===== src/logic/signal_loss_pkg.sv =====
// Constants shared by the receive-path configuration block and its mask unit.
// Assumes a 100 MHz system clock; times are kept in ns and turned into cycles here.
package signal_loss_pkg;

  // Clock period
  localparam int unsigned CLK_PERIOD_NS = 10;

  // Register offsets on the two-wire interface
  localparam logic [7:0] OFS_RX_OPT      = 8'h07;
  localparam logic [7:0] OFS_ASSERT_LVL  = 8'h0b;
  localparam logic [7:0] OFS_FALL_MASK   = 8'h0c;
  localparam logic [7:0] OFS_RISE_MASK   = 8'h0d;
  localparam logic [7:0] OFS_ACTIVE_LVL  = 8'h0f;

  // Field positions in the receiver optimisation register
  localparam int unsigned RX_OPT_SEL_BIT  = 7;
  localparam int unsigned RX_OPT_EQ_HI    = 3;
  localparam int unsigned RX_OPT_EQ_LO    = 2;
  localparam int unsigned RX_OPT_BIAS_BIT = 0;
  localparam logic [7:0]  RX_OPT_MASK     = 8'h8d;

  // Field positions in the level and mask registers
  localparam int unsigned LVL_SEL_BIT   = 7;
  localparam int unsigned MASK_ENA_BIT  = 7;
  localparam int unsigned MASK_TIME_MSB = 5;

  // Reset values
  localparam logic [7:0] RST_RX_OPT     = 8'h00;
  localparam logic [7:0] RST_ASSERT_LVL = 8'h00;
  localparam logic [7:0] RST_FALL_MASK  = 8'h00;
  localparam logic [7:0] RST_RISE_MASK  = 8'h00;

  // Built-in receiver settings used while software has not selected its own
  localparam logic [1:0] DEFAULT_EQ_CODE    = 2'h0;
  localparam logic       DEFAULT_BIAS_BOOST = 1'b0;

  // Code of the built-in 25 mV peak-to-peak assert level
  localparam logic [6:0] DEFAULT_LEVEL_CODE = 7'h10;

  // Two-wire address of the device, arbitrary value
  localparam logic [6:0] DEVICE_ADDR = 7'h2a;

  // Mask time: base plus code times step
  localparam int unsigned MASK_BASE_NS   = 5000;
  localparam int unsigned MASK_STEP_NS   = 40000;
  localparam int unsigned MASK_BASE_CYC  = MASK_BASE_NS / CLK_PERIOD_NS;
  localparam int unsigned MASK_STEP_CYC  = MASK_STEP_NS / CLK_PERIOD_NS;
  localparam int unsigned MASK_CNT_WIDTH = 24;

endpackage


===== src/logic/loss_mask_if.sv =====
// Carries the signal-loss mask settings and the indicator between the
// register block and the edge mask unit; both sit on the same clock.
`timescale 1ns/100ps
interface loss_mask_if;
  logic       fall_mask_enable;
  logic [5:0] fall_mask_time;
  logic       rise_mask_enable;
  logic [5:0] rise_mask_time;
  logic       raw_loss;
  logic       signal_loss_indicator;

  modport ctrl (output fall_mask_enable, fall_mask_time, rise_mask_enable,
                output rise_mask_time, raw_loss, input signal_loss_indicator);
  modport unit (input fall_mask_enable, fall_mask_time, rise_mask_enable,
                input rise_mask_time, raw_loss, output signal_loss_indicator);
endinterface


===== src/logic/signal_loss_rx_config_regs.sv =====
// Receive-path configuration registers behind a two-wire serial slave, with
// signal-loss level selection and edge masking of the loss indicator.
// Assumes scl and sda_in are already synchronous to clk and the bus is slow
// against clk; sda is open drain, pulled high outside the block.
//
// Function
// - Select bit 1 applies register equalisation and bias; 0 uses built-in settings.
// - Equalisation code 00 gives some equalisation, 01 gives reduced equalisation.
// - Bias bit 1 adds extra input-stage bias current; 0 keeps default bias.
// - Level select 1 takes assert level from seven-bit field, 0 minimum, 7f maximum.
// - Level select 0 ignores the field and uses the 25 mV default level.
// - Falling-edge mask enable turns falling-edge masking on or off.
// - Six-bit falling mask time grows monotonically from under 10 us to over 2 ms.
// - Rising-edge mask enable turns rising-edge masking on or off.
// - Six-bit rising mask time grows monotonically from under 10 us to over 2 ms.
// - Read-only seven-bit field reports the assert level actually in use.
`timescale 1ns/100ps
module signal_loss_rx_config_regs #(
  parameter int unsigned MASK_BASE_CYCLES = signal_loss_pkg::MASK_BASE_CYC,
  parameter int unsigned MASK_STEP_CYCLES = signal_loss_pkg::MASK_STEP_CYC
) (
  input  wire logic       clk,
  input  wire logic       resetn,
  input  wire logic       scl,
  input  wire logic       sda_in,
  output logic            sda_out,
  output logic            sda_oe,
  input  wire logic       raw_loss,
  output logic            signal_loss_indicator,
  output logic [1:0]      equalisation_code,
  output logic            input_bias_boost,
  output logic [6:0]      active_assert_level
);

  typedef enum logic [3:0] {
    IDLE, ADDR, ADDR_ACK, REG, REG_ACK, WDATA, WDATA_ACK, RDATA, RDATA_ACK
  } slave_state_type;

  // Bus slave state
  slave_state_type state_reg;
  slave_state_type state_next;
  logic [7:0] shift_reg;
  logic [7:0] shift_next;
  logic [3:0] bit_cnt_reg;
  logic [3:0] bit_cnt_next;
  logic [7:0] ptr_reg;
  logic [7:0] ptr_next;
  logic       sda_oe_reg;
  logic       sda_oe_next;
  logic       nack_reg;
  logic       nack_next;
  logic       scl_prev_reg;
  logic       sda_prev_reg;
  logic       wr_stb;
  logic [7:0] rd_data;

  // Register file state
  logic [7:0] rx_opt_reg;
  logic [7:0] rx_opt_next;
  logic [7:0] level_reg;
  logic [7:0] level_next;
  logic [7:0] fall_reg;
  logic [7:0] fall_next;
  logic [7:0] rise_reg;
  logic [7:0] rise_next;
  logic [1:0] eq_reg;
  logic [1:0] eq_next;
  logic       bias_reg;
  logic       bias_next;
  logic [6:0] active_reg;
  logic [6:0] active_next;
  logic       sda_out_reg;

  // Bus conditions seen from the sampled lines
  logic scl_rise;
  logic scl_fall;
  logic start_cond;
  logic stop_cond;

  always_comb begin
    scl_rise   = scl & ~scl_prev_reg;
    scl_fall   = ~scl & scl_prev_reg;
    start_cond = scl & scl_prev_reg & sda_prev_reg & ~sda_in;
    stop_cond  = scl & scl_prev_reg & ~sda_prev_reg & sda_in;
  end

  // Read data multiplexer; unmapped offsets read as zero
  always_comb begin
    unique case (ptr_reg)
      signal_loss_pkg::OFS_RX_OPT:     rd_data = rx_opt_reg;
      signal_loss_pkg::OFS_ASSERT_LVL: rd_data = level_reg;
      signal_loss_pkg::OFS_FALL_MASK:  rd_data = fall_reg;
      signal_loss_pkg::OFS_RISE_MASK:  rd_data = rise_reg;
      signal_loss_pkg::OFS_ACTIVE_LVL: rd_data = {1'b0, active_reg};
      default:                         rd_data = 8'h00;
    endcase
  end

  // Two-wire slave: address byte, register pointer, then data bytes
  always_comb begin
    state_next   = state_reg;
    shift_next   = shift_reg;
    bit_cnt_next = bit_cnt_reg;
    ptr_next     = ptr_reg;
    sda_oe_next  = sda_oe_reg;
    nack_next    = nack_reg;
    wr_stb       = 1'b0;
    if (start_cond) begin
      state_next   = ADDR;
      bit_cnt_next = 4'h0;
      sda_oe_next  = 1'b0;
    end else if (stop_cond) begin
      state_next  = IDLE;
      sda_oe_next = 1'b0;
    end else begin
      unique case (state_reg)
        IDLE: begin
          sda_oe_next = 1'b0;
        end
        ADDR, REG, WDATA: begin
          if (scl_rise && bit_cnt_reg < 4'h8) begin
            shift_next   = {shift_reg[6:0], sda_in};
            bit_cnt_next = bit_cnt_reg + 4'h1;
          end else if (scl_fall && bit_cnt_reg == 4'h8) begin
            bit_cnt_next = 4'h0;
            sda_oe_next  = 1'b1;
            if (state_reg == ADDR) begin
              if (shift_reg[7:1] == signal_loss_pkg::DEVICE_ADDR) begin
                state_next = ADDR_ACK;
              end else begin
                state_next  = IDLE;
                sda_oe_next = 1'b0;
              end
            end else if (state_reg == REG) begin
              ptr_next   = shift_reg;
              state_next = REG_ACK;
            end else begin
              wr_stb     = 1'b1;
              state_next = WDATA_ACK;
            end
          end
        end
        ADDR_ACK: begin
          if (scl_fall) begin
            if (shift_reg[0]) begin
              shift_next  = rd_data;
              sda_oe_next = ~rd_data[7];
              state_next  = RDATA;
            end else begin
              sda_oe_next = 1'b0;
              state_next  = REG;
            end
          end
        end
        REG_ACK: begin
          if (scl_fall) begin
            sda_oe_next = 1'b0;
            state_next  = WDATA;
          end
        end
        WDATA_ACK: begin
          if (scl_fall) begin
            sda_oe_next = 1'b0;
            ptr_next    = ptr_reg + 8'h01;
            state_next  = WDATA;
          end
        end
        RDATA: begin
          if (scl_rise) begin
            bit_cnt_next = bit_cnt_reg + 4'h1;
          end else if (scl_fall && bit_cnt_reg == 4'h8) begin
            bit_cnt_next = 4'h0;
            sda_oe_next  = 1'b0;
            state_next   = RDATA_ACK;
          end else if (scl_fall && bit_cnt_reg != 4'h0) begin
            shift_next  = {shift_reg[6:0], 1'b0};
            sda_oe_next = ~shift_reg[6];
          end
        end
        RDATA_ACK: begin
          if (scl_rise) begin
            nack_next = sda_in;
            if (!sda_in) begin
              ptr_next = ptr_reg + 8'h01; // Step early so the next byte is ready at the fall
            end
          end else if (scl_fall) begin
            if (nack_reg) begin
              state_next = IDLE;
            end else begin
              state_next  = RDATA;
              shift_next  = rd_data;
              sda_oe_next = ~rd_data[7];
            end
          end
        end
        default: begin
          state_next = IDLE;
        end
      endcase
    end
    // Reload the next read byte once the pointer has moved on
    if (state_reg == RDATA_ACK && state_next == RDATA) begin
      shift_next = rd_data;
    end
  end

  always_ff @(posedge clk) begin
    if (!resetn) begin
      state_reg    <= IDLE;
      shift_reg    <= 8'h00;
      bit_cnt_reg  <= 4'h0;
      ptr_reg      <= 8'h00;
      sda_oe_reg   <= 1'b0;
      nack_reg     <= 1'b0;
      scl_prev_reg <= 1'b1;
      sda_prev_reg <= 1'b1;
      sda_out_reg  <= 1'b0;
    end else begin
      state_reg    <= state_next;
      shift_reg    <= shift_next;
      bit_cnt_reg  <= bit_cnt_next;
      ptr_reg      <= ptr_next;
      sda_oe_reg   <= sda_oe_next;
      nack_reg     <= nack_next;
      scl_prev_reg <= scl;
      sda_prev_reg <= sda_in;
      sda_out_reg  <= 1'b0;
    end
  end

  // Register writes and the settings handed to the analog path
  always_comb begin
    rx_opt_next = rx_opt_reg;
    level_next  = level_reg;
    fall_next   = fall_reg;
    rise_next   = rise_reg;
    if (wr_stb) begin
      unique case (ptr_reg)
        signal_loss_pkg::OFS_RX_OPT:     rx_opt_next = shift_reg & signal_loss_pkg::RX_OPT_MASK;
        signal_loss_pkg::OFS_ASSERT_LVL: level_next  = shift_reg;
        signal_loss_pkg::OFS_FALL_MASK:  fall_next   = shift_reg & 8'hbf;
        signal_loss_pkg::OFS_RISE_MASK:  rise_next   = shift_reg & 8'hbf;
        default:                         rx_opt_next = rx_opt_reg;
      endcase
    end
    if (rx_opt_reg[signal_loss_pkg::RX_OPT_SEL_BIT]) begin
      eq_next   = {rx_opt_reg[signal_loss_pkg::RX_OPT_EQ_HI],
                   rx_opt_reg[signal_loss_pkg::RX_OPT_EQ_LO]};
      bias_next = rx_opt_reg[signal_loss_pkg::RX_OPT_BIAS_BIT];
    end else begin
      eq_next   = signal_loss_pkg::DEFAULT_EQ_CODE;
      bias_next = signal_loss_pkg::DEFAULT_BIAS_BOOST;
    end
    if (level_reg[signal_loss_pkg::LVL_SEL_BIT]) begin
      active_next = level_reg[6:0];
    end else begin
      active_next = signal_loss_pkg::DEFAULT_LEVEL_CODE;
    end
  end

  always_ff @(posedge clk) begin
    if (!resetn) begin
      rx_opt_reg <= signal_loss_pkg::RST_RX_OPT;
      level_reg  <= signal_loss_pkg::RST_ASSERT_LVL;
      fall_reg   <= signal_loss_pkg::RST_FALL_MASK;
      rise_reg   <= signal_loss_pkg::RST_RISE_MASK;
      eq_reg     <= signal_loss_pkg::DEFAULT_EQ_CODE;
      bias_reg   <= signal_loss_pkg::DEFAULT_BIAS_BOOST;
      active_reg <= signal_loss_pkg::DEFAULT_LEVEL_CODE;
    end else begin
      rx_opt_reg <= rx_opt_next;
      level_reg  <= level_next;
      fall_reg   <= fall_next;
      rise_reg   <= rise_next;
      eq_reg     <= eq_next;
      bias_reg   <= bias_next;
      active_reg <= active_next;
    end
  end

  // Edge masking of the loss indicator
  loss_mask_if mask_bus ();

  assign mask_bus.fall_mask_enable = fall_reg[signal_loss_pkg::MASK_ENA_BIT];
  assign mask_bus.fall_mask_time   = fall_reg[signal_loss_pkg::MASK_TIME_MSB:0];
  assign mask_bus.rise_mask_enable = rise_reg[signal_loss_pkg::MASK_ENA_BIT];
  assign mask_bus.rise_mask_time   = rise_reg[signal_loss_pkg::MASK_TIME_MSB:0];
  assign mask_bus.raw_loss         = raw_loss;

  loss_edge_mask #(
    .BASE_CYC (MASK_BASE_CYCLES),
    .STEP_CYC (MASK_STEP_CYCLES)
  ) u_mask (
    .clk    (clk),
    .resetn (resetn),
    .mask   (mask_bus)
  );

  // Outputs, each from a flip-flop
  assign sda_out               = sda_out_reg;
  assign sda_oe                = sda_oe_reg;
  assign signal_loss_indicator = mask_bus.signal_loss_indicator;
  assign equalisation_code     = eq_reg;
  assign input_bias_boost      = bias_reg;
  assign active_assert_level   = active_reg;

endmodule


===== src/logic/loss_edge_mask.sv =====
// Holds off changes of the signal-loss indicator for a programmed time.
// Assumes the raw detector level is synchronous to clk.
`timescale 1ns/100ps
module loss_edge_mask #(
  parameter int unsigned BASE_CYC = signal_loss_pkg::MASK_BASE_CYC,
  parameter int unsigned STEP_CYC = signal_loss_pkg::MASK_STEP_CYC
) (
  input wire logic   clk,
  input wire logic   resetn,
  loss_mask_if.unit  mask
);

  localparam int unsigned W = signal_loss_pkg::MASK_CNT_WIDTH;

  logic         out_reg;
  logic         out_next;
  logic [W-1:0] cnt_reg;
  logic [W-1:0] cnt_next;
  logic [W-1:0] target;
  logic         rising;
  logic         enabled;

  // Mask length grows with the code, shortest at zero, longest at all ones
  always_comb begin
    rising  = mask.raw_loss & ~out_reg;
    enabled = rising ? mask.rise_mask_enable : mask.fall_mask_enable;
    if (rising) begin
      target = W'(BASE_CYC) + W'(mask.rise_mask_time) * W'(STEP_CYC);
    end else begin
      target = W'(BASE_CYC) + W'(mask.fall_mask_time) * W'(STEP_CYC);
    end
  end

  // Follow the raw level at once, or only once it has held for the mask time
  always_comb begin
    out_next = out_reg;
    cnt_next = '0;
    if (mask.raw_loss != out_reg) begin
      if (!enabled) begin
        out_next = mask.raw_loss;
      end else if (cnt_reg >= target - W'(1)) begin
        out_next = mask.raw_loss;
      end else begin
        cnt_next = cnt_reg + W'(1);
      end
    end
  end

  always_ff @(posedge clk) begin
    if (!resetn) begin
      out_reg <= 1'b0;
      cnt_reg <= '0;
    end else begin
      out_reg <= out_next;
      cnt_reg <= cnt_next;
    end
  end

  assign mask.signal_loss_indicator = out_reg;

endmodule


===== config.mk =====
export PLATFORM = sky130hd
export DESIGN_NAME = signal_loss_rx_config_regs
export DESIGN_NICKNAME = d
export VERILOG_FILES = /design/src/logic/signal_loss_pkg.sv /design/src/logic/loss_mask_if.sv /design/src/logic/signal_loss_rx_config_regs.sv /design/src/logic/loss_edge_mask.sv
export SDC_FILE = /design/constraint.sdc
export NUM_CORES = 1
export LEC_CHECK = 0
export BUFFER_PORTS_ARGS = -buffer_cell sky130_fd_sc_hd__buf_2
export CAP_MARGIN = 40
export CORE_MARGIN = 3
export CORE_UTILIZATION = 42
export DETAILED_ROUTE_END_ITERATION = 7
export GPL_TIMING_DRIVEN = 0
export PLACE_DENSITY = 0.65
export SYNTH_ARGS = -nofsm -noshare
export SYNTH_HDL_FRONTEND = slang
export SYNTH_HIERARCHICAL = 1
export SYNTH_SLANG_ARGS = --single-unit

===== constraint.sdc =====
create_clock -name clk -period 4.4 [get_ports clk]
set_input_delay 0 -clock clk [delete_from_list [all_inputs] [get_ports clk]]
set_output_delay 0 -clock clk [all_outputs]
set_load 0.01 [all_outputs]

# After elaboration in Yosys (flattened, before gate mapping)

Index checks and enable logic that the tools add are counted.

Register bits after elaboration: 89
Output and inout port bits: 13
RAM bits: 0
Memories kept: 0
Bits in latches: 0
ROM bits: 0

Bitwise operators: 20
$lt $le $gt $ge: 2
Divide/modulo/power cells: 0
$add $sub $neg: 6
Multipliers: 2
Muxes and demuxes: 67
Reductions and logical operators: 28
Shifts and indexed selects: 0
Equal/unequal tests: 43

Operators with widths:

| cell                  | number |
|---|---|
| $mux 8                | 19 |
| $mux 4                | 14 |
| $pmux 8 s5            | 1 |
| $add 9x18->19 const A | 2 |
| $eq 8x4->1 const B    | 4 |
| $pmux 8 s4            | 1 |
| $mul 6x7->13 const B  | 2 |
| $ne 2x2->1 const B    | 13 |
| $add 24x1->24 const B | 1 |
| $ge 24x24->1          | 1 |
| $mux 24               | 1 |
| $pmux 4 s6            | 1 |
| $pmux 8 s3            | 1 |
| $sub 24x1->24 const B | 1 |
| $mux 1                | 23 |
| $ne 3x3->1 const B    | 7 |
| $eq 4x3->1 const B    | 5 |
| $reduce_and 10->1     | 2 |
| $reduce_and 2->1      | 8 |
| $not 1->1             | 12 |
| $reduce_and 12->1     | 1 |
| $reduce_and 11->1     | 1 |
| $ne 3x2->1 const B    | 3 |
| $add 8x1->8 const B   | 1 |
| other kinds (25)      | 43 |

# Depth between registers and ports, before layout

Word-level depth: 12
Gate-level depth with buffers: 21

# Modules after synthesis

Netlist, hierarchy kept.

By module, submodules not included:

| module                     | area an instance (um2) | instances | sequential area each (um2) | cells each |
|---|---|---|---|---|
| signal_loss_rx_config_regs | 3,563.4                | 1         | 1,281.2                    | 400 |
| loss_edge_mask             | 3,485.8                | 1         | 500.5                      | 385 |

# Least setup slack after synthesis

Ideal clock, no wire load.

Kind: reg2reg
From: register fall_reg[2]
To: register u_mask.cnt_reg[19]
Stages on the path, launching flop included: 19
Buffers on the path: 1
Path slack: -0.499 ns
Library setup time: 0.062 ns
Arrival: 4.837 ns
Cells stage by stage: dfxtp_1 > fa_1 > ha_1 > fa_1 > ha_1 > fa_1 > a211oi_2 > o21bai_1 > a21oi_1 > xnor2_1 > mux2i_1 > or4_1 > ha_1 > nor4_1 > o21ai_0 > a41oi_2 > nand3b_2 > buf_6 > nor2_2

Longest elaborated chain between the ends: 6

RTL lines:

| element                   | line                              | source |
|---|---|---|
| start: declaration        | signal_loss_rx_config_regs.sv:62  | `logic [7:0] fall_reg;` |
| start signal: assignment  | signal_loss_rx_config_regs.sv:265 | `fall_reg <= signal_loss_pkg::RST_FALL_MASK;` |
| start signal: assignment  | signal_loss_rx_config_regs.sv:273 | `fall_reg <= fall_next;` |
| $mul 6x7->13              | loss_edge_mask.sv:30              | `target = W'(BASE_CYC) + W'(mask.fall_mask_time) * W'(STEP_CYC);` |
| $add 9x18->19             | loss_edge_mask.sv:30              |  |
| $mux 24                   | loss_edge_mask.sv:27              | `if (rising) begin` |
| $sub 24x1->24             | loss_edge_mask.sv:41              | `end else if (cnt_reg >= target - W'(1)) begin` |
| $ge 24x24->1              | loss_edge_mask.sv:41              |  |
| $reduce_or 4->1 (no line) | -                                 |  |
| end signal: assignment    | loss_edge_mask.sv:55              | `cnt_reg <= cnt_next;` |
| end: declaration          | loss_edge_mask.sv:17              | `logic [W-1:0] cnt_reg;` |

Every way passes these cells.
A chain may end at the register's enable or synchronous reset.

# Final worst setup path

From: register rise_reg[1]
To: register u_mask.cnt_reg[0]

Longest elaborated chain between the ends: 6

RTL lines:

| element                   | line                              | source |
|---|---|---|
| start: declaration        | signal_loss_rx_config_regs.sv:64  | `logic [7:0] rise_reg;` |
| start signal: assignment  | signal_loss_rx_config_regs.sv:266 | `rise_reg <= signal_loss_pkg::RST_RISE_MASK;` |
| start signal: assignment  | signal_loss_rx_config_regs.sv:274 | `rise_reg <= rise_next;` |
| $mul 6x7->13              | loss_edge_mask.sv:28              | `target = W'(BASE_CYC) + W'(mask.rise_mask_time) * W'(STEP_CYC);` |
| $add 9x18->19             | loss_edge_mask.sv:28              |  |
| $mux 24                   | loss_edge_mask.sv:27              |  |
| $sub 24x1->24             | loss_edge_mask.sv:41              |  |
| $ge 24x24->1              | loss_edge_mask.sv:41              |  |
| $reduce_or 4->1 (no line) | -                                 |  |

Every way passes these cells.

==> flow_metrics.py <==
metrics = {
    "global_routing": {
        "antenna_found_initial": 0,
        "grt_use_total_pct": 19.22,
        "grt_max_degree": 17,
        "grt_pass1_wl_um": 28410,
        "grt_pass1_vias": 5502,
        "gr-total-overflow": 0,
    },
    "routing": {
        "drtAntennaViolNets": 0,
        "routedWlPerCell_um": 16.41,
        "drc": 0,
        "drt_iter0_drc": 385,
        "routed_via_density": 5.493,
        "vias": 5828,
        "dr.pass1.iters": 6,
        "routed_wl_um": 17420,
    },
    "layout": {
        "fin_cells": 1061,
        "drive_gt1_share_pct": 20.12,
        "largest_reg_flops": 24,
        "area_growth_pct": 17.36,
        "diodes": 0,
        "design.final.nets": 939,
        "final_area_mm2": 0.008273,
    },
    "hold_path": {
        "hold_start": "sda_in",
        "holdPathEnd": "sda_prev_reg",
        "hold_class": "in2reg",
        "whs_path_depth": 2,
    },
    "critical_path": {
        "crit_type": "reg2reg",
        "critPathCaptureType": "register",
        "ff2ff_setup_slack_ps": -600,
        "reg2reg_from": "rise_reg[1]",
        "cp.arrival_ps": 5290,
        "required_ps": 4690,
        "critPathMaxFanout": 10,
        "timing.rr.end": "u_mask/cnt_reg[0]",
        "rr_worst_depth": 22,
        "worstSetupStartpointType": "register",
    },
    "yosys": {
        "ys_seq_area_share_pct": 25.28,
        "synth-main-ff-cell": "dfxtp_1",
        "yosys.area.top_type": "dfxtp_1",
        "synth_top_area_share_pct": 25.28,
        "synth.distinct_cells": 94,
        "async_reset_ff_share_pct": 0,
        "netlist_instances": 785,
        "synth_common_cells": "dfxtp_1, inv_1, ha_1, nor2_1, nand2_1",
        "synthTopCellsByArea": "dfxtp_1, ha_1, fa_1",
        "syn-mean-instance-area_um2": 8.980,
        "ys_ff_latch": 89,
        "yosysMostFrequentCell": "dfxtp_1",
        "syn-cell-area_mm2": 0.007049,
        "synth_edf_count": 0,
        "yosysWarnings": 6,
    },
    "floorplan": {
        "fp.dieW_um": 135.6,
        "dieArea_mm2": 0.01837,
        "ios": 18,
        "initial_utilization_pct": 43.59,
        "die_y_um": 135.6,
        "fp.coreArea_mm2": 0.01617,
        "rows": 46,
    },
    "run_status": {
        "status": "complete, but fails checks",
        "violations": "negative hold slack, negative setup slack",
    },
    "run": {
        "cap_violations": 0,
    },
    "sta": {
        "tightest_slew_ps": 776.4,
        "fin_worst_skew_ps": 11.03,
        "rsz0062_at_grt": "yes",
        "layout_min_cycle_time_ps": 5001,
        "relSlewSlack_pct": 48.24,
        "finalSetupViolCount": 21,
        "whs_ps": -8.183,
        "post-route-worst-setup-slack_ps": -600.9,
        "fmax_mhz": 200.0,
        "fin_crit_sh_pct": 113.7,
        "hold_viol": 1,
        "slew_viol_final": 0,
    },
    "clocking": {
        "clock_latency_ps": 350,
        "path_clk_slew_ps": 70,
        "h-tree-depth": 3,
        "clock_path_buffers": 2,
        "clock-root-buffer": "clkbuf_16",
        "cts_made_buffers": 9,
        "cts.sinks": 89,
        "tritoncts": "done",
    },
    "placement": {
        "place_area_mm2": 0.007551,
        "hpwl_um": 12670,
        "globalplace.congestion": 0.8783,
        "io_buffers": 15,
        "dp.cells": 1019,
    },
    "power": {
        "power_leakage_nw": 3.485,
        "finalPower_mw": 1.770,
        "peakVddDrop_v": 0.0001837,
        "power-per-cell-area_mw_per_mm2": 214.0,
    },
}
stage by stage:
step / setup TNS (ps) / worst slack, ps / util [%]
3_5_place_dp: -17800 / -863.9 / 46.69
5_1_grt: -16890 / -831.8 / 51.15
2_1_floorplan: -4425 / -225.0 / -
6_report: -12310 / -600.9 / 51.15
4_1_cts: -12630 / -616.1 / 50.10
3_3_place_gp: -16630 / -803.4 / 46.69
logic make-up after synthesis:
logic type,synth area share (%)
flops,25.28
compound gates,18.05
simple gates,19.68
buf+inv,6.869
mux,5.467
fa+ha+maj,19.45
other cells,0.1065
xor+xnor,5.094
worst max-delay path by stage:
stage / start / to / slack (ps) / cells after the start
4_1_cts: rise_reg[1] / u_mask/mask.signal_loss_indicator / -620 / 20
6_report: rise_reg[1] / u_mask/cnt_reg[0] / -600 / 22
3_5_place_dp: rise_reg[0] / u_mask/cnt_reg[0] / -860 / 19
5_1_grt: fall_reg[0] / u_mask/cnt_reg[6] / -830 / 20
3_3_place_gp: rise_reg[2] / u_mask/cnt_reg[0] / -800 / 19
2_1_floorplan: fall_reg[1] / u_mask/cnt_reg[0] / -220 / 18
placed cells by master (no fill, tap or decap), types with 20 or more instances in the layout:
cell and count:
fa_1 20, buf_4 28, dfxtp_1 77, buf_2 23, mux2i_1 34, nor2_1 59, a21oi_1 34, nand2_1 46
nand3_1 20, ha_1 58, inv_1 67, xor2_1 21
where the power goes:
group / total (mW) / switching [mW] / internal (mW)
registers: 0.824 / 0.0136 / 0.810
clock network: 0.811 / 0.348 / 0.464
logic: 0.135 / 0.0845 / 0.0504
routing by layer:
| metal | vias up | GRT usage (%) | routed length (µm) |
|---|---|---|---|
| met5 | - | 0 | 0 |
| met4 | 0 | 5.655 | 281 |
| met3 | 26 | 2.935 | 616 |
| met2 | 114 | 31.72 | 8336 |
| met1 | 2768 | 26.12 | 8180 |
| li1 | 2920 | - | - |
critical path, cell delays in order, from the launching register on:
cell,delay (ps)
dfxtp_4,360
fa_2,600
inv_1,70
fa_1,470
fa_1,520
inv_2,50
ha_4,180
a211o_4,340
and4b_1,220
o31ai_4,210
o31ai_4,140
nand4_1,150
buf_4,150
buf_4,100
nor2_1,40
xor2_1,150
ha_1,210
a21oi_2,170
o21ai_1,110
a41oi_4,280
nand3b_4,150
buf_12,180
nor2_1,70
final cells by class:
type,instances,area (µm²)
fill,1507,7900
multi-input combinational,591,5097
sequential,89,1822
timing repair buffer,41,276.5
tap,216,270.3
inverter,71,266.5
clock buffer,10,239.0
buffer,37,226.5
clock inverter,6,75.07
repair_timing:
item / CTS / global route
endpoints found under the setup margin: 21 / 21
buffers inserted: 12 / 12
hold buffers: 1 / 0
pin swaps: 7 / 12
hold endpoints to repair: 1 / 0
cloned: 1 / 0
resized for setup: 28 / 18
Power figures use the tool's default switching activity.
